File: config.mk
export PLATFORM = sky130hd
export DESIGN_NAME = scs_regs
export DESIGN_NICKNAME = d
export VERILOG_FILES = /design/src/inc/scs_pkg.sv /design/src/rtl/scs_tick_gen.sv /design/src/rtl/scs_regs.sv
export SDC_FILE = /design/constraint.sdc
export NUM_CORES = 1
export LEC_CHECK = 0
export BUFFER_PORTS_ARGS = -buffer_cell sky130_fd_sc_hd__buf_2
export CAP_MARGIN = 20
export CORE_ASPECT_RATIO = 1.4
export CORE_MARGIN = 5
export CORE_UTILIZATION = 45
export DETAILED_ROUTE_END_ITERATION = 10
export PLACE_DENSITY_LB_ADDON = 0.3
export REMOVE_ABC_BUFFERS = 1
export SLEW_MARGIN = 20
export SYNTH_ARGS = -nofsm -noshare
export SYNTH_HDL_FRONTEND = slang
export SYNTH_SLANG_ARGS = --single-unit
File: constraint.sdc
create_clock -name clk -period 2.2 [get_ports clk]
set_input_delay 0.44 -clock clk [delete_from_list [all_inputs] [get_ports clk]]
set_output_delay 0.44 -clock clk [all_outputs]
set_load 0.005 [all_outputs]
File: src/inc/scs_pkg.sv
package scs_pkg;

    // ----------------------------------------
    // Register port and tick counter widths
    // ----------------------------------------
    localparam int ADDR_W = 16;
    localparam int DATA_W = 8;
    localparam int TICK_W = 16;

    // ----------------------------------------
    // Register offsets
    // ----------------------------------------
    localparam logic [15:0] ADDR_STATUS = 16'h2000;
    localparam logic [15:0] ADDR_SOFT_RESET = 16'h2004;
    localparam logic [15:0] ADDR_IRQ_CLOCK = 16'h2005;
    localparam logic [15:0] ADDR_TICK_HI = 16'h2016;
    localparam logic [15:0] ADDR_TICK_LO = 16'h2017;
    localparam logic [15:0] ADDR_TICK_CLEAR = 16'h2020;

    // Windows of the configuration registers kept outside this block
    localparam logic [15:0] ADDR_NET_FIRST = 16'h4120;
    localparam logic [15:0] ADDR_NET_LAST = 16'h416F;
    localparam logic [15:0] ADDR_GW6_FIRST = 16'h4170;
    localparam logic [15:0] ADDR_GW6_LAST = 16'h417F;
    localparam logic [15:0] ADDR_PHY_CTRL0 = 16'h3000;
    localparam logic [15:0] ADDR_PHY_CTRL1 = 16'h3001;

    // ----------------------------------------
    // Field positions
    // ----------------------------------------
    localparam int BIT_CHIP_LOCK = 7;
    localparam int BIT_NET_LOCK = 6;
    localparam int BIT_PHY_LOCK = 5;
    localparam int BIT_PAR_MODE = 1;
    localparam int BIT_SPI_MODE = 0;
    localparam int BIT_SRST = 7;
    localparam int BIT_IEN = 7;
    localparam int BIT_SYS_CLOCK_SELECT = 0;

    // ----------------------------------------
    // Reset values and mode pin patterns
    // ----------------------------------------
    localparam logic [7:0] SOFT_RESET_RST = 8'h80;
    localparam logic [7:0] IRQ_CLOCK_RST = 8'h80;
    localparam logic [15:0] TICK_RST = 16'h0000;
    localparam logic [7:0] DATA_ZERO = 8'h00;
    localparam logic [2:0] MODE_PAR_PAT = 3'h2;
    localparam logic [2:0] MODE_SPI_PAT = 3'h0;

    // ----------------------------------------
    // Timing
    // ----------------------------------------
    localparam int CLK_PERIOD_NS = 5;
    localparam int TICK_PERIOD_US = 100;
    localparam int TICK_CYCLES = TICK_PERIOD_US * 1000 / CLK_PERIOD_NS;
    localparam int SRST_HOLD_CYCLES = 4;

    // ----------------------------------------
    // Soft reset sequencer states
    // ----------------------------------------
    typedef enum logic [2:0] {
        SCS_RUN = 3'b001,
        SCS_HOLD = 3'b010,
        SCS_DONE = 3'b100
    } scs_state_type;

endpackage : scs_pkg

File: src/rtl/scs_tick_gen.sv
`timescale 1ns/10ps
module scs_tick_gen
    import scs_pkg::*;
#(
    parameter int CYCLES = TICK_CYCLES
)
(
    // Clock and reset
    input wire logic clk,
    input wire logic reset_n,
    // Control
    input wire logic restart,
    // Tick
    output logic tick
);

    localparam int CW = (CYCLES > 1) ? $clog2(CYCLES) : 1;
    localparam logic [CW-1:0] LAST = CW'(CYCLES - 1);

    logic [CW-1:0] count_ff;
    logic tick_ff;

    // ----------------------------------------
    // Prescaler
    // ----------------------------------------
    // Restart realigns the period so the first tick comes a full period
    // after a clear.
    always_ff @(posedge clk or negedge reset_n)
    begin
        if (!reset_n)
        begin
            count_ff <= '0;
        end
        else if (restart || count_ff == LAST)
        begin
            count_ff <= '0;
        end
        else
        begin
            count_ff <= count_ff + CW'(1);
        end
    end

    always_ff @(posedge clk or negedge reset_n)
    begin
        if (!reset_n)
        begin
            tick_ff <= 1'b0;
        end
        else
        begin
            tick_ff <= !restart && count_ff == LAST;
        end
    end

    assign tick = tick_ff;

endmodule : scs_tick_gen

File: src/rtl/scs_regs.sv
// The address-and-strobe port is this design's own decision.
`timescale 1ns/10ps
// Operation
// - Status register shows chip, network, PHY lock in bits 7,6,5; 4..2 zero.
// - Network lock set blocks writes to network configuration registers.
// - IPv6 gateway register writes always pass, whatever the network lock.
// - PHY lock set blocks writes to both PHY control registers.
// - Status bit 1 reads 1 when mode pins match 010X.
// - Status bit 0 reads 1 when mode pins match 000X.
// - Writing 0 to soft reset bit 7 reinitialises all registers; reads 0x80.
// - Soft reset write only accepted while chip lock is 0.
// - Interrupt enable 0 holds the active-low interrupt output high.
// - Interrupt enable 1 drives interrupt output low on an enabled event.
// - Bit 0 selects 100MHz or 25MHz clock; changeable only when unlocked.
// - 16-bit tick counter from zero, increments every 100us, at 0x2016.
// - Any write to the tick clear register zeroes the tick counter.
module scs_regs
    import scs_pkg::*;
#(
    parameter int TICK_CYCLES_P = TICK_CYCLES,
    parameter int SRST_HOLD_P = SRST_HOLD_CYCLES
)
(
    // Clock and reset
    input wire logic clk,
    input wire logic reset_n,
    // Register port
    input wire logic [ADDR_W-1:0] reg_addr,
    input wire logic [DATA_W-1:0] reg_wdata,
    input wire logic reg_wr,
    input wire logic reg_rd,
    output logic [DATA_W-1:0] reg_rdata,
    // Lock states from the lock control registers
    input wire logic chip_lock_flag,
    input wire logic network_lock_flag,
    input wire logic phy_lock_flag,
    // Host mode strap pins
    input wire logic [3:0] mode_pins,
    // Interrupt
    input wire logic irq_event_pending,
    output logic interrupt_out_n,
    // Clock select and soft reset
    output logic sys_clock_select,
    output logic soft_reset_out,
    // Gated writes to configuration registers kept elsewhere
    output logic net_cfg_wr,
    output logic ipv6_gw_wr,
    output logic phy_ctrl_wr
);

    // ----------------------------------------
    // Decode helpers
    // ----------------------------------------
    function automatic logic in_range(
        input logic [ADDR_W-1:0] a,
        input logic [ADDR_W-1:0] lo,
        input logic [ADDR_W-1:0] hi
    );
        in_range = a >= lo && a <= hi;
    endfunction : in_range

    function automatic logic is_reg(
        input logic [ADDR_W-1:0] a,
        input logic [ADDR_W-1:0] target
    );
        is_reg = a == target;
    endfunction : is_reg

    localparam logic [2:0] HOLD_LAST = 3'(SRST_HOLD_P - 1);

    // ----------------------------------------
    // Declarations
    // ----------------------------------------
    logic [3:0] mode_meta_ff;
    logic [3:0] mode_sync_ff;
    logic [7:0] irq_clock_ff;
    logic [TICK_W-1:0] tick_count_ff;
    logic [DATA_W-1:0] rdata_ff;
    logic irq_n_ff;
    scs_state_type state_ff;
    scs_state_type nxt_state;
    logic [2:0] hold_cnt_ff;
    logic wr_soft_reset;
    logic wr_irq_clock;
    logic wr_tick_clear;
    logic soft_reset_req;
    logic tick;
    logic tick_restart;
    logic par_mode;
    logic spi_mode;
    logic [7:0] status_value;
    logic [DATA_W-1:0] nxt_rdata;

    // ----------------------------------------
    // Mode pin synchroniser
    // ----------------------------------------
    // Straps are pins, so they cross two flops before any decode.
    always_ff @(posedge clk or negedge reset_n)
    begin
        if (!reset_n)
        begin
            mode_meta_ff <= '0;
            mode_sync_ff <= '0;
        end
        else
        begin
            mode_meta_ff <= mode_pins;
            mode_sync_ff <= mode_meta_ff;
        end
    end

    // Lowest pin is a don't-care in both patterns
    assign par_mode = mode_sync_ff[3:1] == MODE_PAR_PAT;
    assign spi_mode = mode_sync_ff[3:1] == MODE_SPI_PAT;

    // ----------------------------------------
    // Write decode
    // ----------------------------------------
    // Status and tick counter have no write decode at all.
    assign wr_soft_reset = reg_wr && is_reg(reg_addr, ADDR_SOFT_RESET);
    assign wr_irq_clock = reg_wr && is_reg(reg_addr, ADDR_IRQ_CLOCK);
    assign wr_tick_clear = reg_wr && is_reg(reg_addr, ADDR_TICK_CLEAR);

    // Reset is taken only when unlocked and bit 7 is written low
    assign soft_reset_req = wr_soft_reset && !chip_lock_flag
        && !reg_wdata[BIT_SRST];

    // ----------------------------------------
    // Gated configuration writes
    // ----------------------------------------
    // The gateway window is tested on its own so the lock never reaches it.
    assign net_cfg_wr = reg_wr && !network_lock_flag
        && in_range(reg_addr, ADDR_NET_FIRST, ADDR_NET_LAST);
    assign ipv6_gw_wr = reg_wr
        && in_range(reg_addr, ADDR_GW6_FIRST, ADDR_GW6_LAST);
    assign phy_ctrl_wr = reg_wr && !phy_lock_flag
        && (is_reg(reg_addr, ADDR_PHY_CTRL0)
        || is_reg(reg_addr, ADDR_PHY_CTRL1));

    // ----------------------------------------
    // Soft reset sequencer
    // ----------------------------------------
    // Local registers clear at once; the rest of the chip sees a level
    // held for a few cycles so slow logic catches it.
    always_comb
    begin
        nxt_state = state_ff;
        unique case (state_ff)
            SCS_RUN:
            begin
                if (soft_reset_req)
                begin
                    nxt_state = SCS_HOLD;
                end
            end
            SCS_HOLD:
            begin
                if (hold_cnt_ff == HOLD_LAST)
                begin
                    nxt_state = SCS_DONE;
                end
            end
            SCS_DONE:
            begin
                nxt_state = SCS_RUN;
                // A request landing here would otherwise lose its pulse
                if (soft_reset_req)
                begin
                    nxt_state = SCS_HOLD;
                end
            end
            default:
            begin
                nxt_state = SCS_RUN;
            end
        endcase
    end

    always_ff @(posedge clk or negedge reset_n)
    begin
        if (!reset_n)
        begin
            state_ff <= SCS_RUN;
        end
        else
        begin
            state_ff <= nxt_state;
        end
    end

    always_ff @(posedge clk or negedge reset_n)
    begin
        if (!reset_n)
        begin
            hold_cnt_ff <= '0;
        end
        else if (state_ff == SCS_HOLD)
        begin
            hold_cnt_ff <= hold_cnt_ff + 3'h1;
        end
        else
        begin
            hold_cnt_ff <= '0;
        end
    end

    assign soft_reset_out = state_ff == SCS_HOLD;

    // ----------------------------------------
    // Interrupt enable and clock select
    // ----------------------------------------
    // Whole register is frozen by the chip lock; only bits 7 and 0 exist.
    always_ff @(posedge clk or negedge reset_n)
    begin
        if (!reset_n)
        begin
            irq_clock_ff <= IRQ_CLOCK_RST;
        end
        else if (soft_reset_req)
        begin
            irq_clock_ff <= IRQ_CLOCK_RST;
        end
        else if (wr_irq_clock && !chip_lock_flag)
        begin
            irq_clock_ff[BIT_IEN] <= reg_wdata[BIT_IEN];
            irq_clock_ff[BIT_SYS_CLOCK_SELECT] <= reg_wdata[BIT_SYS_CLOCK_SELECT];
        end
    end

    assign sys_clock_select = irq_clock_ff[BIT_SYS_CLOCK_SELECT];

    // ----------------------------------------
    // Interrupt output
    // ----------------------------------------
    // Registered so the pin never glitches while enable and events settle.
    always_ff @(posedge clk or negedge reset_n)
    begin
        if (!reset_n)
        begin
            irq_n_ff <= 1'b1;
        end
        else if (!irq_clock_ff[BIT_IEN])
        begin
            irq_n_ff <= 1'b1;
        end
        else
        begin
            irq_n_ff <= !irq_event_pending;
        end
    end

    assign interrupt_out_n = irq_n_ff;

    // ----------------------------------------
    // Tick counter
    // ----------------------------------------
    assign tick_restart = wr_tick_clear || soft_reset_req;

    scs_tick_gen #(
        .CYCLES(TICK_CYCLES_P)
    ) u_tick_gen (
        .clk(clk),
        .reset_n(reset_n),
        .restart(tick_restart),
        .tick(tick)
    );

    // Clear beats a tick landing in the same cycle; it is an initialise.
    always_ff @(posedge clk or negedge reset_n)
    begin
        if (!reset_n)
        begin
            tick_count_ff <= TICK_RST;
        end
        else if (tick_restart)
        begin
            tick_count_ff <= TICK_RST;
        end
        else if (tick)
        begin
            tick_count_ff <= tick_count_ff + 16'h0001;
        end
    end

    // ----------------------------------------
    // Read path
    // ----------------------------------------
    always_comb
    begin
        status_value = DATA_ZERO;
        status_value[BIT_CHIP_LOCK] = chip_lock_flag;
        status_value[BIT_NET_LOCK] = network_lock_flag;
        status_value[BIT_PHY_LOCK] = phy_lock_flag;
        status_value[BIT_PAR_MODE] = par_mode;
        status_value[BIT_SPI_MODE] = spi_mode;
    end

    // Counter halves are read separately, so a carry between the two
    // reads can tear the value; software should read twice if it cares.
    always_comb
    begin
        nxt_rdata = DATA_ZERO;
        if (reg_rd)
        begin
            unique case (1'b1)
                is_reg(reg_addr, ADDR_STATUS):
                begin
                    nxt_rdata = status_value;
                end
                is_reg(reg_addr, ADDR_SOFT_RESET):
                begin
                    nxt_rdata = SOFT_RESET_RST;
                end
                is_reg(reg_addr, ADDR_IRQ_CLOCK):
                begin
                    nxt_rdata = irq_clock_ff;
                end
                is_reg(reg_addr, ADDR_TICK_HI):
                begin
                    nxt_rdata = tick_count_ff[15:8];
                end
                is_reg(reg_addr, ADDR_TICK_LO):
                begin
                    nxt_rdata = tick_count_ff[7:0];
                end
                default:
                begin
                    nxt_rdata = DATA_ZERO;
                end
            endcase
        end
    end

    always_ff @(posedge clk or negedge reset_n)
    begin
        if (!reset_n)
        begin
            rdata_ff <= DATA_ZERO;
        end
        else
        begin
            rdata_ff <= nxt_rdata;
        end
    end

    assign reg_rdata = rdata_ff;

endmodule : scs_regs

==> results by stage, run 1 <==
Global route:
- The via count of the first global-routing pass is 2,370.
- The initial antenna violation count came to 0.
- The first global-routing pass estimated 11.0 mm of wire.
- The combined global-route utilization of all metal layers is 16.7%.
- Entering global routing, the biggest net connects 56 pins.
- The total congestion overflow is 0.

Timing:
- The number of endpoints failing setup at the final stage is 1.
- Setup repair after global routing could not meet its margin everywhere.
- The final number of hold-violating endpoints was 0.
- The number of pins exceeding their max-slew limit in the final report is 0.
- Measured against its own limit, the worst slew margin works out to 68.6%.
- The maximum clock frequency is 451 MHz.
- The summed negative setup slack over all endpoints is -0.0181 ns.
- The clock period minus final worst setup slack is 2.22 ns.
- The transition time of the tightest slew-check pin is 0.465 ns.
- Setup slack on the critical path of the routed design comes to -0.0181 ns.
- The worst path uses 101% of the clock period.
- The final-layout worst hold slack is 0.103 ns.
- The worst-case clock skew is 0.00638 ns.

Floorplanning:
- The floorplan row count is 34.
- Pin placement for this block handled 50 I/O pins.
- The floorplan step defined a die boundary enclosing 7950 sq um.
- The initial utilization of the core area, before any placement, comes to 45.6%.
- In this run the vertical extent of the chip is 104 um.
- In this run the horizontal extent of the chip is 76.8 um.
- In this run the standard cell core region covers 6170 sq um.

Layout:
- Relative to the synthesized area, the layout overhead comes to 22.0%.
- Once layout is done, the placed cells without fillers occupy 3430 sq um.
- The leading cell type in the layout, fill and taps excluded is sky130_fd_sc_hd__dfrtp_1.
- The number of standard cells in the layout, taps in and fillers out is 424.
- The number of nets in the layout is 391.
- The share of final-layout standard cells stronger than drive strength 1 is 24.4%.
- In the layout the commonest cells are sky130_fd_sc_hd__dfrtp_1, sky130_fd_sc_hd__buf_2, sky130_fd_sc_hd__nor2_1, sky130_fd_sc_hd__nand3_1, sky130_fd_sc_hd__buf_4.
- The number of antenna diodes in the final layout is 0.

CTS:
- Buffers inserted during clock tree synthesis total 5.
- No sink is reached through more buffers than the 2 on the longest clock path.
- The root buffer selected by CTS is sky130_fd_sc_hd__clkbuf_8.
- The number of clock sinks seen by CTS is 55.
- CTS built an H-tree with a depth of 2.
- TritonCTS built the clock tree.
- The clock reaches the later pin of the worst-skew pair after 0.31 ns.
- In this run, post-CTS hold repair placed 0 buffers.
- After clock tree synthesis, the clock-pin slew on the worst setup and hold paths is 0.10 ns.

Logic synthesis:
- The synthesized design devotes to its leading area cell type 46.3% of total area.
- The synthesized instance count is 285.
- After synthesis, flip-flops and latches occupy 49.1% of the total area.
- Averaged over all synthesized cells, the footprint is 9.86 sq um.
- Sorting the synthesized cells by area gives the leading types as sky130_fd_sc_hd__dfrtp_1, sky130_fd_sc_hd__nand3_1, sky130_fd_sc_hd__nor2_1.
- The synthesized design contains 55 register bits.
- The largest area contributor in the netlist is sky130_fd_sc_hd__dfrtp_1.
- The netlist uses 43 different library cells.
- The Yosys step of the flow raised 0 warnings.
- The post-synth design cell area is 2810 sq um.

Critical path:
- In this run the worst setup path terminates at net_cfg_wr.
- For the worst setup path, the data arrival time is 1.78 ns.
- For the worst setup path, the data required time is 1.76 ns.
- The launching point of the worst reg2reg path is tick_count_ff[1].
- STA classifies the critical path endpoint as a primary output.
- The depth of the worst register-to-register path is 5.
- The worst setup path is of the in -> out kind.
- The setup check on the worst reg-to-reg path leaves a slack of 0.19 ns.
- Along the worst path, the maximum fanout reaches 2.
- The end of the worst register-to-register path is tick_count_ff[14].
- STA classifies the critical path startpoint as an input port.
- Tracing the worst setup path back leads to its startpoint at reg_addr[15].

Run status:
- The run finished, with violations left.
- The final reports fail on negative setup slack.

Placement:
- After detailed placement, the total cell area comes to 3270 sq um.
- In this run, placement finished with an instance count of 415.
- The final weighted congestion of routability-driven global placement is 0.841.
- The half-perimeter wire length of the detailed placement result is 4.85 mm.
- The total of buffers placed on input and output ports is 42.

Pwr:
- The peak ir drop on the vdd network is 560 uV.
- The leakage power summed over all cells is 1.49 nW.
- The total power draw is 0.00214 W.
- The power density over the cells is 624 nW/um^2.

Hold path:
- The min-delay analysis places its worst path in the category in -> async.

Drt:
- Wires add up to 6.41 mm.
- The count of TritonRoute iterations in the first routing pass is 4.
- In the routed design, unresolved DRC markers number 0.
- The detailed-route via count is 2,433.
- The detail route stage leaves a number of antenna-violating nets equal to 0.
- The detailed router finished its first iteration with 112 violations.
- The post-detailed-route via-to-cell ratio is 5.74.
- The wire length per cell after detailed routing is 15.1 um.

Job:
- Across the run, the number of max-cap violations was 0.
registers in the layout, summed over array words and instances, names as in the netlist, 2 cells and up:
| signal | flops |
|---|---|
| tick_count_ff | 16 |
| u_tick_gen.count_ff | 15 |
| reg_rdata | 8 |
| hold_cnt_ff | 3 |
| mode_meta_ff | 3 |
| mode_sync_ff | 3 |
| state_ff | 3 |
| irq_clock_ff | 2 |
kinds of logic (layout without fill, tap and decap cells):
kind of cell / count (synthesis) / after routing / synth area share, %
AND/OR/NAND/NOR: 156 / 156 / 31.4
flip-flops: 55 / 55 / 49.1
AO/OA/AOI/OAI: 33 / 33 / 8.19
XOR/XNOR: 21 / 21 / 6.55
buffers and inverters: 15 / 82 / 2.58
adder cells (fa/ha/maj): 4 / 4 / 1.78
multiplexers: 1 / 1 / 0.356
metal layers:
metal	vias up	routed length, um	track usage, %
met1	1182	2560	20.2
met5	-	0	0
li1	1183	-	-
met4	0	186	7.50
met3	16	211	3.21
met2	52	3450	28.4
timing repair:
item	4_1_cts	5_1_grt
setup endpoints to repair	1	1
buffers inserted	1	0
pin swaps	3	1
gates resized for setup	3	1
cell usage after synthesis, drive strengths merged:
cell,number
a211oi,1
a21boi,1
a21oi,11
a22oi,1
a311oi,5
and2,4
and3,7
and4,5
buf,3
clkbuf,4
dfrtp,52
dfstp,3
ha,4
inv,8
mux2i,1
nand2,12
nand2b,1
nand3,33
nand3b,1
nand4,12
nand4b,2
nor2,37
nor2b,4
nor3,5
nor3b,2
nor4,7
nor4b,3
nor4bb,1
o2111ai,1
o21ai,9
o221ai,1
o22ai,1
o31ai,2
or3,9
or3b,1
or4,8
or4b,2
xnor2,9
xor2,12
power by group:
part	internal (W)	leakage, nW	switching, W	total, W
combinational	0.0000995	0.705	0.0000992	0.000199
sequential	0.00108	0.715	0.0000845	0.00116
clock	0.000455	0.0654	0.000326	0.000781
total	0.00163	1.49	0.000510	0.00214
worst max-delay path, cell delays in order:
cell                     delay, ns
sky130_fd_sc_hd__buf_6        0.09
sky130_fd_sc_hd__or4_4        0.52
sky130_fd_sc_hd__or3_4        0.35
sky130_fd_sc_hd__nor4_2       0.23
sky130_fd_sc_hd__buf_2        0.15
final cells by class:
type | count | area (sq um)
multi-input combinational | 215 | 1370
inverter | 8 | 30.0
fill | 557 | 2740
clock inverter | 2 | 60.1
tap | 72 | 90.1
timing repair buffer | 66 | 422
clock buffer | 6 | 72.6
sequential | 55 | 1380
metrics by stage:
| step | util (%) | worst slack [ns] |
|---|---|---|
| 2_1_floorplan | - | -0.0636 |
| 3_3_place_gp | 52.9 | -0.116 |
| 3_5_place_dp | 52.9 | -0.155 |
| 4_1_cts | 55.5 | -0.0441 |
| 5_1_grt | 55.6 | -0.0493 |
| 6_report | 55.6 | -0.0181 |
worst min-delay path by stage:
stage	from	to	slack, ns	cells after the start
6_report	reset_n	tick_count_ff[9]	0.10	2
5_1_grt	reset_n	tick_count_ff[9]	0.12	2
3_5_place_dp	mode_meta_ff[3]	mode_sync_ff[3]	0.34	0
2_1_floorplan	reset_n	hold_cnt_ff[0]	0.14	0
4_1_cts	reset_n	tick_count_ff[9]	0.11	2
3_3_place_gp	mode_meta_ff[1]	mode_sync_ff[1]	0.33	0
(Power assumes the default switching activity.)
==> run 2: changes to the inputs <==
--- a/config.mk
+++ b/config.mk
@@ -11,7 +11,7 @@
 export CORE_MARGIN = 5
 export CORE_UTILIZATION = 45
 export DETAILED_ROUTE_END_ITERATION = 10
-export PLACE_DENSITY_LB_ADDON = 0.3
+export PLACE_DENSITY_LB_ADDON = 0.2
 export REMOVE_ABC_BUFFERS = 1
 export SLEW_MARGIN = 20
 export SYNTH_ARGS = -nofsm -noshare
==> constraint.sdc (replaced) <==
create_clock -name clk -period 2.2 [get_ports clk]
set_input_delay 0.44 -clock clk [delete_from_list [all_inputs] [get_ports clk]]
set_output_delay 0.44 -clock clk [all_outputs]
set_load 0.05 [all_outputs]
==> run 2 against run 1 <==
Net effect:
- the run still ends with negative setup slack left
- sequential power about the same
- worst setup slack got worse by 0.10 ns
- sequential share of layout area up 0.72 points
- die area is the same
- routed wire length rose by 0.70%
- clock-buffer cell count did not move
- clock skew is 0.00081 ns higher
- first-iteration DRC count up 47%
- power down 11%
- worst hold slack lost 0.029 ns
- critical path depth is the same
- core utilization fell by 0.97 points
- critical path type unchanged
- critical endpoint unchanged
- largest power group unchanged
==> results by stage, run 2 (synthesized netlist as in run 1, its figures left out) <==
Run status:
- The flow ran to the end, but the final reports show violations.
- The checks that failed: negative setup slack.

Timing:
- The number of pins exceeding their max-slew limit in the final report is 0 (unchanged).
- The number of endpoints failing setup at the final stage is 1 (unchanged).
- The final-layout worst hold slack came to 0.0743 ns (-0.0289 ns).
- The summed negative setup slack over all endpoints is -0.120 ns (-0.102 ns).
- The clock period minus final worst setup slack was 2.32 ns (+0.102 ns).
- The smallest setup slack after layout was -0.120 ns (-0.102 ns).
- The transition time of the tightest slew-check pin came to 0.490 ns (+0.0253 ns).
- Setup repair after global routing could not meet its margin everywhere.
- The post-route clock period utilization came to 105% (+4.6 points).
- The final number of hold-violating endpoints is 0 (unchanged).
- The worst slew margin relative to its limit is 66.9% (-1.7 points).
- The worst-case clock skew is 0.00719 ns (+0.000810 ns).
- The maximum clock frequency came to 431 MHz (-4.4%).

Drt:
- The count of TritonRoute iterations in the first routing pass came to 4 (unchanged).
- The wire length per cell after detailed routing is 15.4 um (+2.1%).
- The number of remaining DRC errors is 0 (unchanged).
- The count of nets left with antenna violations after detail routing is 0 (unchanged).
- The detailed-route via count is 2,398 (-1.4%).
- The number of violations reported at the end of detailed-routing iteration 0 is 165 (+47%).
- The post-detailed-route via-to-cell ratio is 5.74 (about the same).
- The detailed-route wire length is 6.46 mm (+0.70%).

CTS:
- The maximum clock path buffer count came to 2 (unchanged).
- Clock tree synthesis selected as its root buffer the cell sky130_fd_sc_hd__clkbuf_8.
- The clock buffer count from CTS is 5 (unchanged).
- The count of buffers added by post-CTS timing repair for setup came to 0 (-1).
- The number of clock sinks seen by CTS was 55 (unchanged).
- The quantity of hold-fixing buffers added after cts is 0 (unchanged).
- The register clock-pin slew on the reported worst setup and hold paths is 0.10 ns (about the same).
- TritonCTS built the clock tree.
- The number of H-tree levels is 2 (unchanged).
- The clock latency at the later pin of the worst-skew pair is 0.30 ns (about the same).

Layout:
- The area taken by flip-flops and latches is 1380 sq um (unchanged).
- The library cell used most frequently in the layout, excluding fill and tap cells, is sky130_fd_sc_hd__dfrtp_1.
- The number of flip-flops in the largest register is 16 (unchanged).
- The number of fillers in the final layout is 558 (+0.18%).
- The diode insertion count for antenna repair is 0 (unchanged).
- The share of final-layout standard cells stronger than drive strength 1 is 23.4% (-1.0 points).
- The post-route standard cell area excluding fillers is 3370 sq um (-1.8%).
- Ranked by flip-flop count, first place goes to tick_count_ff.
- The footprint of the multi-input gates is 1390 sq um (+1.1%).
- Relative to the synthesized area, the layout overhead comes to 19.8%.
- The number of nets in the layout is 385 (-1.5%).
- In the layout the commonest cells are sky130_fd_sc_hd__dfrtp_1, sky130_fd_sc_hd__nor2_1, sky130_fd_sc_hd__buf_2, sky130_fd_sc_hd__nand3_1, sky130_fd_sc_hd__buf_4.
- The post-layout utilization of the core is 54.6% (-0.97 points).

Critical path:
- The end of the worst register-to-register path is tick_count_ff[14].
- The reg-to-reg setup timing slack is 0.18 ns (about the same).
- The maximum single-stage delay on the critical path was 0.52 ns (about the same).
- The data arrival time of the critical path is 1.88 ns (+0.10 ns).
- The signal on the critical path passes through buf_6, or4_4, or3_4, nor4_4, buf_6.
- The largest fanout of any net on the critical path is 2 (unchanged).
- In this design, the critical path's most frequently occurring cell is sky130_fd_sc_hd__buf_6.
- The critical path data required time came to 1.76 ns (about the same).
- STA classifies the critical path startpoint as an input port.
- The setup path with the least slack is of type in -> out.
- The type of element capturing the critical path is a primary output.
- The worst register-to-register path begins at tick_count_ff[1].
- The slowest stage of the critical path belongs to the cell sky130_fd_sc_hd__or4_4.
- The depth of the worst register-to-register path is 5 (unchanged).

Floorplanning:
- The height of the chip came to 104 um (unchanged).
- The starting density of the core came to 45.6% (unchanged).
- The floorplan row count came to 34 (unchanged).
- The area of the die was 7950 sq um (unchanged).
- The core outline area is 6170 sq um (unchanged).
- The width of the chip is 76.8 um (unchanged).
- The boundary pin count is 50 (unchanged).

Pwr:
- The power density over the cells is 566 nW/um^2 (-9.4%).
- The leakage power summed over all cells was 1.43 nW (-3.5%).
- The peak ir drop on the vdd network is 446 uV (-20%).

Hold path:
- The tightest min-delay check is of the in -> async type.

Placement:
- The cell area after placement is 3230 sq um (-1.1%).
- The half-perimeter wire length of the detailed placement result is 4.91 mm (+1.3%).
- The pre-CTS worst setup slack is -0.265 ns (-0.111 ns).
- The final weighted congestion of routability-driven global placement came to 0.895 (+6.3%).
- The total of buffers placed on input and output ports was 42 (unchanged).

Global route:
- The initial antenna violation count came to 0 (unchanged).
- The combined global-route utilization of all metal layers is 16.8% (+0.063 points).
- The total congestion overflow is 0 (unchanged).
- The wire length of the first global-routing pass is 11.2 mm (+2.4%).
- The pin count of the biggest net entering global routing was 37 (-34%).
- The via count of the first global-routing pass is 2,471 (+4.3%).

Job:
- The number of violations of the max-capacitance limit was 0 (unchanged).
run 2: critical path: cells and delay by family:
| family | cells | cell delay [ns] |
|---|---|---|
| simple gates | 3 | 1.15 |
| buf+inv | 2 | 0.28 |
run 2: where the power goes:
group | internal (W) | switching [W] | total (W)
Sequential | 0.00108 | 0.0000860 | 0.00116
Combinational | 0.0000934 | 0.000101 | 0.000194
Clock | 0.000224 | 0.000326 | 0.000550
run 2: layout make-up:
cell class,count,share of cell area (%)
clock buffer,6,2.16
tap,72,2.68
sequential,55,41.0
inverter,8,0.892
timing repair buffer,60,11.7
multi-input combinational,215,41.2
clock inverter,2,0.372
run 2: routing by layer:
| layer | wire [um] | track usage (%) | vias up |
|---|---|---|---|
| li1 | - | - | 1165 |
| met1 | 2610 | 20.4 | 1172 |
| met2 | 3540 | 29.8 | 48 |
| met3 | 178 | 2.08 | 13 |
| met4 | 126 | 6.25 | 0 |
| met5 | 0 | 0 | - |
run 2: through the flow:
stage,std cells,power (W)
floorplan,278,0.00126
global placement,410,0.00136
detailed placement,410,0.00137
CTS,418,0.00192
global route,418,0.00201
finish,418,0.00191
run 2: how the worst max path moves through the flow:
stage                       from  cells past startpoint         end
global placement     reg_addr[9]                      5  net_cfg_wr
floorplan            reg_addr[9]                      3  net_cfg_wr
global route        reg_addr[15]                      5  net_cfg_wr
CTS                 reg_addr[15]                      5  net_cfg_wr
detailed placement   reg_addr[9]                      5  net_cfg_wr
finish              reg_addr[15]                      5  net_cfg_wr
run 2: what timing repair did:
item | 4_1_cts | 5_1_grt
gates resized for setup | 7 | 4
pin swaps | 3 | 1
endpoints found under the setup margin | 3 | 2
cloned | 0 | 0
